[src/verilog/pics_pkg.sv]
// Constants for the PHY interrupt control and status block
package pics_pkg;
  localparam int          PICS_EVENTS       = 8;
  localparam int          PICS_ADDR_W       = 8;
  localparam logic [7:0]  PICS_REG_INDEX    = 8'h1B;
  localparam logic [9:0]  PICS_REG_BYTE_W   = {2'h0, PICS_REG_INDEX} << 2;
  localparam logic [7:0]  PICS_REG_ADDR     = PICS_REG_BYTE_W[7:0];
  localparam int          PICS_EN_LSB       = 8;
  localparam int          PICS_FLAG_LSB     = 0;
  localparam int          PICS_EN_BYTE      = 1;
  localparam logic [7:0]  PICS_EN_RESET     = 8'h00;
  localparam logic [7:0]  PICS_FLAG_RESET   = 8'h00;
  localparam logic [31:0] PICS_RDATA_RESET  = 32'h0000_0000;
  localparam logic [7:0]  PICS_ZERO_BYTE    = 8'h00;
  localparam logic [15:0] PICS_ZERO_UPPER   = 16'h0000;
  localparam int          PICS_EV_JABBER    = 7;
  localparam int          PICS_EV_RXERR     = 6;
  localparam int          PICS_EV_PAGE      = 5;
  localparam int          PICS_EV_PDFAULT   = 4;
  localparam int          PICS_EV_LPACK     = 3;
  localparam int          PICS_EV_LINKDOWN  = 2;
  localparam int          PICS_EV_REMFAULT  = 1;
  localparam int          PICS_EV_LINKUP    = 0;
  typedef enum logic [0:0] {
    PICS_ST_IDLE = 1'b0,
    PICS_ST_ACK  = 1'b1
  } pics_state_t;
endpackage : pics_pkg

[src/verilog/pics_interrupt_control.sv]
// PHY interrupt control and status register with Avalon-MM slave
//
// How it works
// - Bit 15 enables jabber interrupts; read/write, resets to zero.
// - Bit 14 enables receive error interrupts; read/write, resets to zero.
// - Bit 13 enables page received interrupts; read/write, resets to zero.
// - Bit 12 enables parallel detect fault interrupts; read/write, resets to zero.
// - Bit 11 enables link partner acknowledge interrupts; read/write, resets zero.
// - Bit 10 enables link-down interrupts; read/write, resets to zero.
// - Bit 9 enables remote fault interrupts; read/write, resets to zero.
// - Bit 8 enables link-up interrupts; read/write, resets to zero.
// - Bit 7 is a read-only sticky flag for jabber, cleared by reading.
// - Bit 6 is a read-only sticky flag for receive error, cleared by reading.
// - Bit 5 is a read-only sticky flag for page received, cleared by reading.
// - Bit 4 is a read-only sticky flag for parallel detect fault.
// - Bit 3 is a read-only sticky flag for link partner acknowledge.
// - Bit 2 is a read-only sticky flag for link-down.
// - Bit 1 is a read-only sticky flag for remote fault.
// - Bit 0 is a read-only sticky flag for link-up.
`timescale 1ns/1ps
`default_nettype none
module pics_interrupt_control
  import pics_pkg::*;
(
  input  wire logic                   mclk,
  input  wire logic                   arst_n,
  input  wire logic [PICS_ADDR_W-1:0] avs_address,
  input  wire logic                   avs_read,
  input  wire logic                   avs_write,
  input  wire logic [31:0]            avs_writedata,
  input  wire logic [3:0]             avs_byteenable,
  output var  logic [31:0]            avs_readdata,
  output var  logic                   avs_waitrequest,
  input  wire logic                   linkClk,
  input  wire logic                   evJabber,
  input  wire logic                   evRxError,
  input  wire logic                   evPageRx,
  input  wire logic                   evParDetFault,
  input  wire logic                   evLpAck,
  input  wire logic                   evLinkDown,
  input  wire logic                   evRemoteFault,
  input  wire logic                   evLinkUp,
  output var  logic                   irq
);

  logic [PICS_EVENTS-1:0] evPins;
  logic [PICS_EVENTS-1:0] evMeta_reg;
  logic [PICS_EVENTS-1:0] evSync_reg;
  logic                   clkMeta_reg;
  logic                   clkSync_reg;
  logic                   clkPrev_reg;
  logic                   linkRise;
  logic [PICS_EVENTS-1:0] evSet;
  logic [PICS_EVENTS-1:0] enable_reg;
  logic [PICS_EVENTS-1:0] flags_reg;
  logic [PICS_EVENTS-1:0] flags_next;
  logic [PICS_EVENTS-1:0] snap_reg;
  pics_state_t            state_reg;
  pics_state_t            state_next;
  logic                   request;
  logic                   hitReg;
  logic                   accept;
  logic                   acceptWr;
  logic                   acceptRd;
  logic                   irq_next;

  assign evPins[PICS_EV_JABBER]   = evJabber;
  assign evPins[PICS_EV_RXERR]    = evRxError;
  assign evPins[PICS_EV_PAGE]     = evPageRx;
  assign evPins[PICS_EV_PDFAULT]  = evParDetFault;
  assign evPins[PICS_EV_LPACK]    = evLpAck;
  assign evPins[PICS_EV_LINKDOWN] = evLinkDown;
  assign evPins[PICS_EV_REMFAULT] = evRemoteFault;
  assign evPins[PICS_EV_LINKUP]   = evLinkUp;

  // Two-stage synchronisers for link clock and events
  always_ff @(posedge mclk or negedge arst_n) begin
    if (!arst_n) begin
      evMeta_reg  <= PICS_FLAG_RESET;
      evSync_reg  <= PICS_FLAG_RESET;
      clkMeta_reg <= 1'b0;
      clkSync_reg <= 1'b0;
      clkPrev_reg <= 1'b0;
    end else begin
      evMeta_reg  <= evPins;
      evSync_reg  <= evMeta_reg;
      clkMeta_reg <= linkClk;
      clkSync_reg <= clkMeta_reg;
      clkPrev_reg <= clkSync_reg;
    end
  end

  assign linkRise = clkSync_reg & ~clkPrev_reg;

  // Bus handshake
  assign request  = avs_read | avs_write;
  assign hitReg   = (avs_address == PICS_REG_ADDR);
  assign accept   = request & (state_reg == PICS_ST_ACK);
  assign acceptWr = accept & avs_write;
  assign acceptRd = accept & avs_read;
  assign avs_waitrequest = request & (state_reg != PICS_ST_ACK);

  always_comb begin
    case (state_reg)
      PICS_ST_IDLE: state_next = request ? PICS_ST_ACK : PICS_ST_IDLE;
      PICS_ST_ACK:  state_next = PICS_ST_IDLE;
      default:      state_next = PICS_ST_IDLE;
    endcase
  end

  always_ff @(posedge mclk or negedge arst_n) begin
    if (!arst_n) begin
      state_reg <= PICS_ST_IDLE;
    end else begin
      state_reg <= state_next;
    end
  end

  // Read data captured one cycle before the answer
  always_ff @(posedge mclk or negedge arst_n) begin
    if (!arst_n) begin
      avs_readdata <= PICS_RDATA_RESET;
      snap_reg     <= PICS_FLAG_RESET;
    end else if (state_reg == PICS_ST_IDLE && avs_read) begin
      if (hitReg) begin
        avs_readdata <= {PICS_ZERO_UPPER, enable_reg, flags_reg};
        snap_reg     <= flags_reg;
      end else begin
        avs_readdata <= PICS_RDATA_RESET;
        snap_reg     <= PICS_FLAG_RESET;
      end
    end
  end

  // Enable bits, upper byte only
  always_ff @(posedge mclk or negedge arst_n) begin
    if (!arst_n) begin
      enable_reg <= PICS_EN_RESET;
    end else if (acceptWr && hitReg && avs_byteenable[PICS_EN_BYTE]) begin
      enable_reg <= avs_writedata[PICS_EN_LSB +: PICS_EVENTS];
    end
  end

  // Sticky event flags, set wins over clear
  genvar gi;
  generate
    for (gi = 0; gi < PICS_EVENTS; gi++) begin : g_flag
      assign evSet[gi] = linkRise & evSync_reg[gi];
      assign flags_next[gi] = evSet[gi] | (flags_reg[gi] & ~(acceptRd & snap_reg[gi]));
    end
  endgenerate

  always_ff @(posedge mclk or negedge arst_n) begin
    if (!arst_n) begin
      flags_reg <= PICS_FLAG_RESET;
    end else begin
      flags_reg <= flags_next;
    end
  end

  // Interrupt output
  assign irq_next = |(flags_reg & enable_reg);

  always_ff @(posedge mclk or negedge arst_n) begin
    if (!arst_n) begin
      irq <= 1'b0;
    end else begin
      irq <= irq_next;
    end
  end
endmodule : pics_interrupt_control
`default_nettype wire

[config.mk]
export PLATFORM = sky130hd
export DESIGN_NAME = pics_interrupt_control
export DESIGN_NICKNAME = d
export VERILOG_FILES = /design/src/verilog/pics_pkg.sv /design/src/verilog/pics_interrupt_control.sv
export SDC_FILE = /design/constraint.sdc
export NUM_CORES = 1
export LEC_CHECK = 0
export ABC_CLOCK_PERIOD_IN_PS = 2050
export BUFFER_PORTS_ARGS = -buffer_cell sky130_fd_sc_hd__buf_2
export CORE_MARGIN = 3
export CORE_UTILIZATION = 30
export CTS_BUF_LIST = sky130_fd_sc_hd__clkbuf_4
export DETAILED_ROUTE_END_ITERATION = 8
export GPL_TIMING_DRIVEN = 1
export MAX_ROUTING_LAYER = met4
export PLACE_DENSITY_LB_ADDON = 0.08
export SYNTH_ARGS = -nofsm -noshare
export SYNTH_HDL_FRONTEND = slang
export SYNTH_SLANG_ARGS = --single-unit
[constraint.sdc]
create_clock -name mclk -period 2.05 [get_ports mclk]
set_clock_uncertainty 0.15 [all_clocks]
set_input_delay 0.1025 -clock mclk [delete_from_list [all_inputs] [get_ports mclk]]
set_output_delay 0.1025 -clock mclk [all_outputs]
set_load 0.05 [all_outputs]
## Yosys cells after proc, flatten, opt, wreduce, memory -nomap -nowiden

Cells that the tools add are included.

| storage, ports and cells | value |
|---|---|
| register bits after elaboration | 77 |
| input bits | 57 |
| output and inout port bits | 34 |
| word-level logic and storage cells | 69 |

| operators by class | value |
|---|---|
| equal/unequal tests | 1 |
| multiplexer cells | 4 |
| bitwise operators | 49 |
| reduce and logical (&&, ||, !) cells | 4 |

Operator list:

| operator | count |
|---|---|
| bitwise AND 1 bit | 29 |
| 2-to-1 mux 16 bit | 1 |
| NOT 1 bit | 10 |
| OR 1 bit | 9 |
| bitwise AND 8 bit | 1 |
| == test 8 x 7 -> 1 bit (second input constant) | 1 |
| 2-to-1 mux 8 bit | 1 |
| OR reduction 8 bit | 1 |
| logical AND 1 bit | 3 |
| case mux 1 bit (2 select lines) | 1 |
| 2-to-1 mux 1 bit | 1 |

## Longest topological paths before layout

Gate-level depths: netlist (run 1).

| logic depth | value |
|---|---|
| depth after elaboration | 7 |
| gate-level depth with buffers | 5 |
| mapped depth without buffers | 3 |

## Least setup slack after synthesis (run 1)

OpenSTA, ideal clock, no wires.

| timing path | value |
|---|---|
| kind | register to register |
| from | register state_reg |
| to | register enable_reg[0] |
| library setup time | 0.125 ns |
| data arrival time | 1.189 ns |
| data required time | 1.775 ns |
| path slack | 0.586 ns |
| stages on the path, launching flop included | 4 |
| path buffers | 0 |
| clock period less this slack | 1.464 ns |
| path through | dfrtp_1 -> nand3_1 -> nor4_4 -> mux2_2 |

| between the ends | value |
|---|---|
| word-level cells in the longest chain between the ends | 4 |

RTL lines:

| what | RTL line | text |
|---|---|---|
| start, declared | pics_interrupt_control.sv:58 | `pics_state_t state_reg;` |
| start signal, assigned | pics_interrupt_control.sv:115 | `state_reg <= state_next;` |
| bitwise AND 1 bit | pics_interrupt_control.sv:98 | `assign accept = request & (state_reg == PICS_ST_ACK);` |
| bitwise AND 1 bit | pics_interrupt_control.sv:99 | `assign acceptWr = accept & avs_write;` |
| logical AND 1 bit (2 in series) | pics_interrupt_control.sv:139 | `end else if (acceptWr && hitReg && avs_byteenable[PICS_EN_BYTE]) begin` |
| end signal, assigned | pics_interrupt_control.sv:140 | `enable_reg <= avs_writedata[PICS_EN_LSB +: PICS_EVENTS];` |
| end, declared | pics_interrupt_control.sv:54 | `logic [PICS_EVENTS-1:0] enable_reg;` |

No other way between the ends.
A chain may end at the register's enable or synchronous reset.

## Final worst setup path (run 1)

| timing path | value |
|---|---|
| from | input port avs_read |
| to | output port avs_waitrequest |

| between the ends | value |
|---|---|
| word-level cells in the longest chain between the ends | 2 |

RTL lines:

| what | RTL line | text |
|---|---|---|
| start, declared | pics_interrupt_control.sv:28 | `input wire logic avs_read,` |
| OR 1 bit | pics_interrupt_control.sv:96 | `assign request = avs_read \| avs_write;` |
| bitwise AND 1 bit | pics_interrupt_control.sv:101 | `assign avs_waitrequest = request & (state_reg != PICS_ST_ACK);` |
| end, declared | pics_interrupt_control.sv:33 | `output var logic avs_waitrequest,` |

No other way between the ends.

==> results of run 1 <==
-- power breakdown --
part | switching, W | internal (W)
registers | 0.0000126 | 0.00107
logic | 0.000155 | 0.0000710
clock network | 0.000288 | 0.000139
total | 0.000456 | 0.00128
-- layout make-up --
type / instances / share of cell area
clock inverter: 1 / 0.00149
tap: 77 / 0.0382
multi-input combinational: 105 / 0.228
clock buffer: 6 / 0.0178
sequential: 53 / 0.526
timing repair buffer: 70 / 0.189
-- worst paths after layout --
kind	to	depth (start not counted)	from
hold reg to reg	evSync_reg[2]	0	evMeta_reg[2]
setup reg to reg	enable_reg[1]	4	state_reg
min in group mclk	evSync_reg[2]	0	evMeta_reg[2]
max in group asynchronous	enable_reg[1]	3	arst_n
setup / recovery	avs_waitrequest	6	avs_read
hold / removal	flags_reg[3]	2	arst_n
-- metal layers --
layer  up-vias  global-route usage
met5         -                   -
met4         0              0.0377
met3         5              0.0376
met2        57               0.196
met1       668               0.143
li1        663                   -
-- worst max-delay path, cell delays in order --
cell and delay [ns]:
dlygate4sd3_1 0.52, buf_2 0.12, nor2_1 0.04, dlygate4sd3_1 0.55, nor2_1 0.16, buf_6 0.18
-- metrics by stage --
stage / instances / total power (W)
floorplan: 182 / 0.00125
global placement: 285 / 0.00130
detailed placement: 285 / 0.00130
CTS: 312 / 0.00177
global route: 312 / 0.00185
finish: 312 / 0.00174
-- cell families (layout without fill, tap and decap cells) --
group                  count (synthesis)  count (layout)  share of synthesized area
AO/OA/AOI/OAI                         28              28                     0.0899
buffers and inverters                 24              77                     0.0793
flip-flops                            53              53                      0.662
multiplexers                           8               8                     0.0449
other                                  1              16                    0.00187
AND/OR/NAND/NOR                       53              53                      0.122
-- timing repair --
item,CTS,global route
resized for setup,0,3
setup endpoints to repair,0,1
endpoints found under the hold margin,43,0
hold buffers,20,0
-- cell usage in the layout (no fill, tap or decap) --
master         count
nor2b_1            2
or3_1              1
buf_12             1
or2_4              1
buf_6              1
nand2_1           40
nor4_4             1
a22oi_1            4
clkinv_1           1
o21ai_1            2
nand4_1            1
nor2_1             2
buf_4              2
conb_1            16
mux2_2             8
dlygate4sd3_1     20
o21ai_0           14
buf_2             46
dfrtp_1           53
nand4b_1           1
clkbuf_4           6
a22o_1             8
nand3_1            1
and2_1             1
nand2b_1           2
==> results.sh, run 1 <==
export IMPL_track_usage=0.120
export IMPL_grt_pass1_vias=1378
export IMPL_drv_cap=0
export IMPL_avgViaCountPerCell=4.46
export IMPL_critPathCaptureType="output pin"
export IMPL_num_nets_final=292
export IMPL_cp_arrival_ns=1.68
export IMPL_cts_tree="done"
export IMPL_postSynth_asyncResetShare=1.00
export IMPL_worstSkewPairLatency_ns=0.36
export IMPL_tightest_slew_ns=0.705
export IMPL_synth_top_area_frac=0.662
export IMPL_cp_required_ns=1.80
export IMPL_drive_above_1_share=0.281
export IMPL_fin_ws_ns=0.115
export IMPL_die_height_um=87.7
export IMPL_grt_antenna_before_repair=0
export IMPL_post_place_ws_ns=0.438
export IMPL_syn_area_um2=2000
export IMPL_post_route_min_period_ns=1.94
export IMPL_yosysWarnings=0
export IMPL_core_area_um2=6420
export IMPL_multi_input_area_um2=576
export IMPL_synth_edf_count=0
export IMPL_whs_ns=0.132
export IMPL_initial_core_util=0.312
export IMPL_wirelength_um=4070
export IMPL_drt_iter0_drc=61
export IMPL_grt_max_degree=29
export IMPL_io_buffers=47
export IMPL_clk_pin_slew_ns=0.14
export IMPL_syn_inst=167
export IMPL_std_cell_rows=29
export IMPL_largest_reg_flops=9
export IMPL_design_die_area_um2=7700
export IMPL_top_layer_used="met4"
export IMPL_met1Wirelength_um=1770
export IMPL_synth_ff_type="dfrtp_1"
export IMPL_synth_area_per_cell_um2=12.0
export IMPL_timing_final_crit_share=0.944
export IMPL_ant_nets=0
export IMPL_peakVddDrop_v=0.000251
export IMPL_crit_fanout=4
export IMPL_leakage_nw=1.24
export IMPL_die_w_um=87.7
export IMPL_overflow=0
export IMPL_final_util=0.393
export IMPL_hold_class="in -> async"
export IMPL_yosysMostFrequentCell="dfrtp_1"
export IMPL_routabilityCongestion=0.689
export IMPL_synth_area_top_cells="dfrtp_1 (66%), nand2_1 (7.5%), buf_4 (6.0%)"
export IMPL_final_area_um2=2520
export IMPL_numCtsBuffers=5
export IMPL_n_fill_cell=625
export IMPL_ys_seq_area_frac=0.662
export IMPL_firstDrtPassIters=4
export IMPL_postCtsSetupBuffers=0
export IMPL_grt_pass1_wl_um=6780
export IMPL_final_hold_violation_count=0
export IMPL_power_per_cell_area_nw_per_um2=689
export IMPL_clock_sinks=53
export IMPL_rrSetupSlack_ns=0.55
export IMPL_fmax_mhz=517
export IMPL_crit_type="in -> out"
export IMPL_boundaryPins=91
export IMPL_wl_per_cell_um=13.1
export IMPL_ys_ff_latch=53
export IMPL_dpl_hpwl_um=2860
export IMPL_tns_ns=0
export IMPL_dr_wl_met2_um=1980
export IMPL_clockBufferDepth=2
export IMPL_h_tree_depth=2
export IMPL_finalSetupViolations=0
export IMPL_startpoint_type="input port"
export IMPL_slew_headroom=0.530
export IMPL_insertedDiodeCount=0
export IMPL_status="completed"
export IMPL_synth_cell_type_count=23
export IMPL_cts_root_buffer="clkbuf_4"
export IMPL_regMostFlops="avs_readdata"
export IMPL_final_max_slew_viol_count=0
export IMPL_yosys_area_top_type="dfrtp_1"
export IMPL_rsz0062_at_grt="false"
export IMPL_area_growth_pct=25.9
export IMPL_vias=1393
export IMPL_seqCellArea_um2=1330
export IMPL_synth_common_cells="dfrtp_1 (53), nand2_1 (40), buf_4 (16), o21ai_0 (14)"
export IMPL_met3_length_um=260
export IMPL_drc_errors=0
export IMPL_place_area_um2=2270
Power figures use the tool's default switching activity.
==> run 2: changes to the inputs <==
--- a/config.mk
+++ b/config.mk
@@ -7,6 +7,8 @@
 export LEC_CHECK = 0
 export ABC_CLOCK_PERIOD_IN_PS = 2050
 export BUFFER_PORTS_ARGS = -buffer_cell sky130_fd_sc_hd__buf_2
+export CELL_PAD_IN_SITES_DETAIL_PLACEMENT = 0
+export CELL_PAD_IN_SITES_GLOBAL_PLACEMENT = 1
 export CORE_MARGIN = 3
 export CORE_UTILIZATION = 30
 export CTS_BUF_LIST = sky130_fd_sc_hd__clkbuf_4
==> results.sh, run 2 (synthesis gave the netlist of run 1 again) <==
export IMPL_switching_share=0.267
export IMPL_tightest_slew_ns=0.761
export IMPL_final_hold_violation_count=0
export IMPL_wl_per_cell_um=13.2
export IMPL_largest_reg_flops=9
export IMPL_wirelength_um=4150
export IMPL_crit_path_cell_trace="dlygate4sd3_1 -> buf_2 -> nor2_1 -> dlygate4sd3_1 -> nor2_1 -> clkbuf_4"
export IMPL_timing_final_crit_share=0.956
export IMPL_dpl_hpwl_um=2940
export IMPL_cp_required_ns=1.80
export IMPL_clk_pin_slew_ns=0.14
export IMPL_firstDrtPassIters=4
export IMPL_design_die_area_um2=7700
export IMPL_regMostFlops="avs_readdata"
export IMPL_max_stage_delay_ns=0.54
export IMPL_cts_tree="done"
export IMPL_fmax_mhz=510
export IMPL_vias=1392
export IMPL_overflow=0
export IMPL_critPathCaptureType="output pin"
export IMPL_cp_top_family="buffers and inverters"
export IMPL_die_height_um=87.7
export IMPL_finalSetupViolations=0
export IMPL_area_growth_pct=25.8
export IMPL_crit_type="in -> out"
export IMPL_cts_root_buffer="clkbuf_4"
export IMPL_die_w_um=87.7
export IMPL_h_tree_depth=2
export IMPL_routabilityCongestion=0.791
export IMPL_whs_ns=0.186
export IMPL_grt_max_degree=36
export IMPL_fin_ws_ns=0.0899
export IMPL_worstSkewPairLatency_ns=0.35
export IMPL_drive_above_1_share=0.291
export IMPL_startpoint_type="input port"
export IMPL_hold_class="in -> async"
export IMPL_cp_arrival_ns=1.71
export IMPL_power_per_cell_area_nw_per_um2=696
export IMPL_power_frac_clock=0.254
export IMPL_drv_cap=0
export IMPL_slew_headroom=0.493
export IMPL_power_internal_w=0.00129
export IMPL_power_frac_comb=0.126
export IMPL_drt_iter0_drc=61
export IMPL_final_max_slew_viol_count=0
export IMPL_num_nets_final=293
export IMPL_initial_core_util=0.312
export IMPL_io_buffers=47
export IMPL_status="completed"
export IMPL_ant_nets=0
export IMPL_numCtsBuffers=5
export IMPL_avgViaCountPerCell=4.43
export IMPL_boundaryPins=91
export IMPL_post_route_min_period_ns=1.96
export IMPL_core_area_um2=6420
export IMPL_rsz0062_at_grt="false"
export IMPL_n_fill_cell=626
export IMPL_std_cell_rows=29
export IMPL_peakVddDrop_v=0.000344
export IMPL_power_frac_seq=0.619
export IMPL_insertedDiodeCount=0
export IMPL_mostFrequentLayoutCells="dfrtp_1 (53), buf_2 (46), nand2_1 (40)"
export IMPL_post_place_ws_ns=0.430
export IMPL_grt_pass1_wl_um=6880
export IMPL_grt_antenna_before_repair=0
export IMPL_leakage_nw=1.25
export IMPL_drc_errors=0
export IMPL_p_sw_w=0.000467
export IMPL_track_usage=0.122
export IMPL_path_buf_inv=4
export IMPL_layout_commonest_cell="dfrtp_1"
export IMPL_clock_sinks=53
export IMPL_clockBufferDepth=2
export IMPL_crit_fanout=4
export IMPL_tns_ns=0
export IMPL_grt_pass1_vias=1390
export IMPL_cpMaxStageDelayCell="dlygate4sd3_1"
-- run 2: power by group through the flow --
stage | sequential (W) | clock, W | combinational [W]
2_1_floorplan | 0.00111 | 0 | 0.000139
3_3_place_gp | 0.00111 | 0 | 0.000191
3_5_place_dp | 0.00111 | 0 | 0.000194
4_1_cts | 0.00109 | 0.000472 | 0.000224
5_1_grt | 0.00109 | 0.000525 | 0.000242
6_report | 0.00109 | 0.000446 | 0.000222
-- run 2: worst paths after layout --
check	from	cells past startpoint	slack, ns	end
setup / recovery	avs_read	6	0.09	avs_waitrequest
min in group mclk	evMeta_reg[5]	0	0.21	evSync_reg[5]
setup reg to reg	state_reg	4	0.56	enable_reg[4]
hold reg to reg	evMeta_reg[5]	0	0.21	evSync_reg[5]
max in group asynchronous	arst_n	3	0.90	snap_reg[1]
hold / removal	arst_n	2	0.19	evMeta_reg[2]
-- run 2: stage by stage --
| step | instances | power (W) | util | area (um2) |
|---|---|---|---|---|
| after floorplan | 182 | 0.00125 | - | 2060 |
| after global placement | 286 | 0.00130 | 0.352 | 2260 |
| after detailed placement | 286 | 0.00130 | 0.352 | 2260 |
| after CTS | 314 | 0.00178 | 0.392 | 2520 |
| after global routing | 314 | 0.00186 | 0.393 | 2520 |
| final | 314 | 0.00175 | 0.393 | 2520 |
-- run 2: worst register-to-register path, delay by kind of cell (launching register included) --
kind	cells	cell delay, ns
buffers and inverters	1	0.21
flip-flops	1	0.42
multiplexers	1	0.35
AND/OR/NAND/NOR	2	0.27
-- run 2: routing by layer --
layer	share of wire	GRT usage
met3	0.058	0.0329
met2	0.49	0.197
met5	0	-
met1	0.44	0.149
met4	0.013	0.0418
-- run 2: cell type report --
class,instances,area [um2],area share
Sequential cell,53,1330,0.526
Timing Repair Buffer,71,468,0.186
Tap cell,77,96.3,0.0382
Clock buffer,6,45.0,0.0179
Multi-Input combinational cell,105,576,0.228
Clock inverter,2,10.0,0.00397
-- run 2: timing repair --
| action | in CTS | in global routing |
|---|---|---|
| endpoints found under the setup margin | 0 | 1 |
| buffers inserted | 0 | 0 |
| hold endpoints to repair | 51 | 0 |
| hold buffers | 20 | 0 |
| gates resized for setup | 0 | 1 |
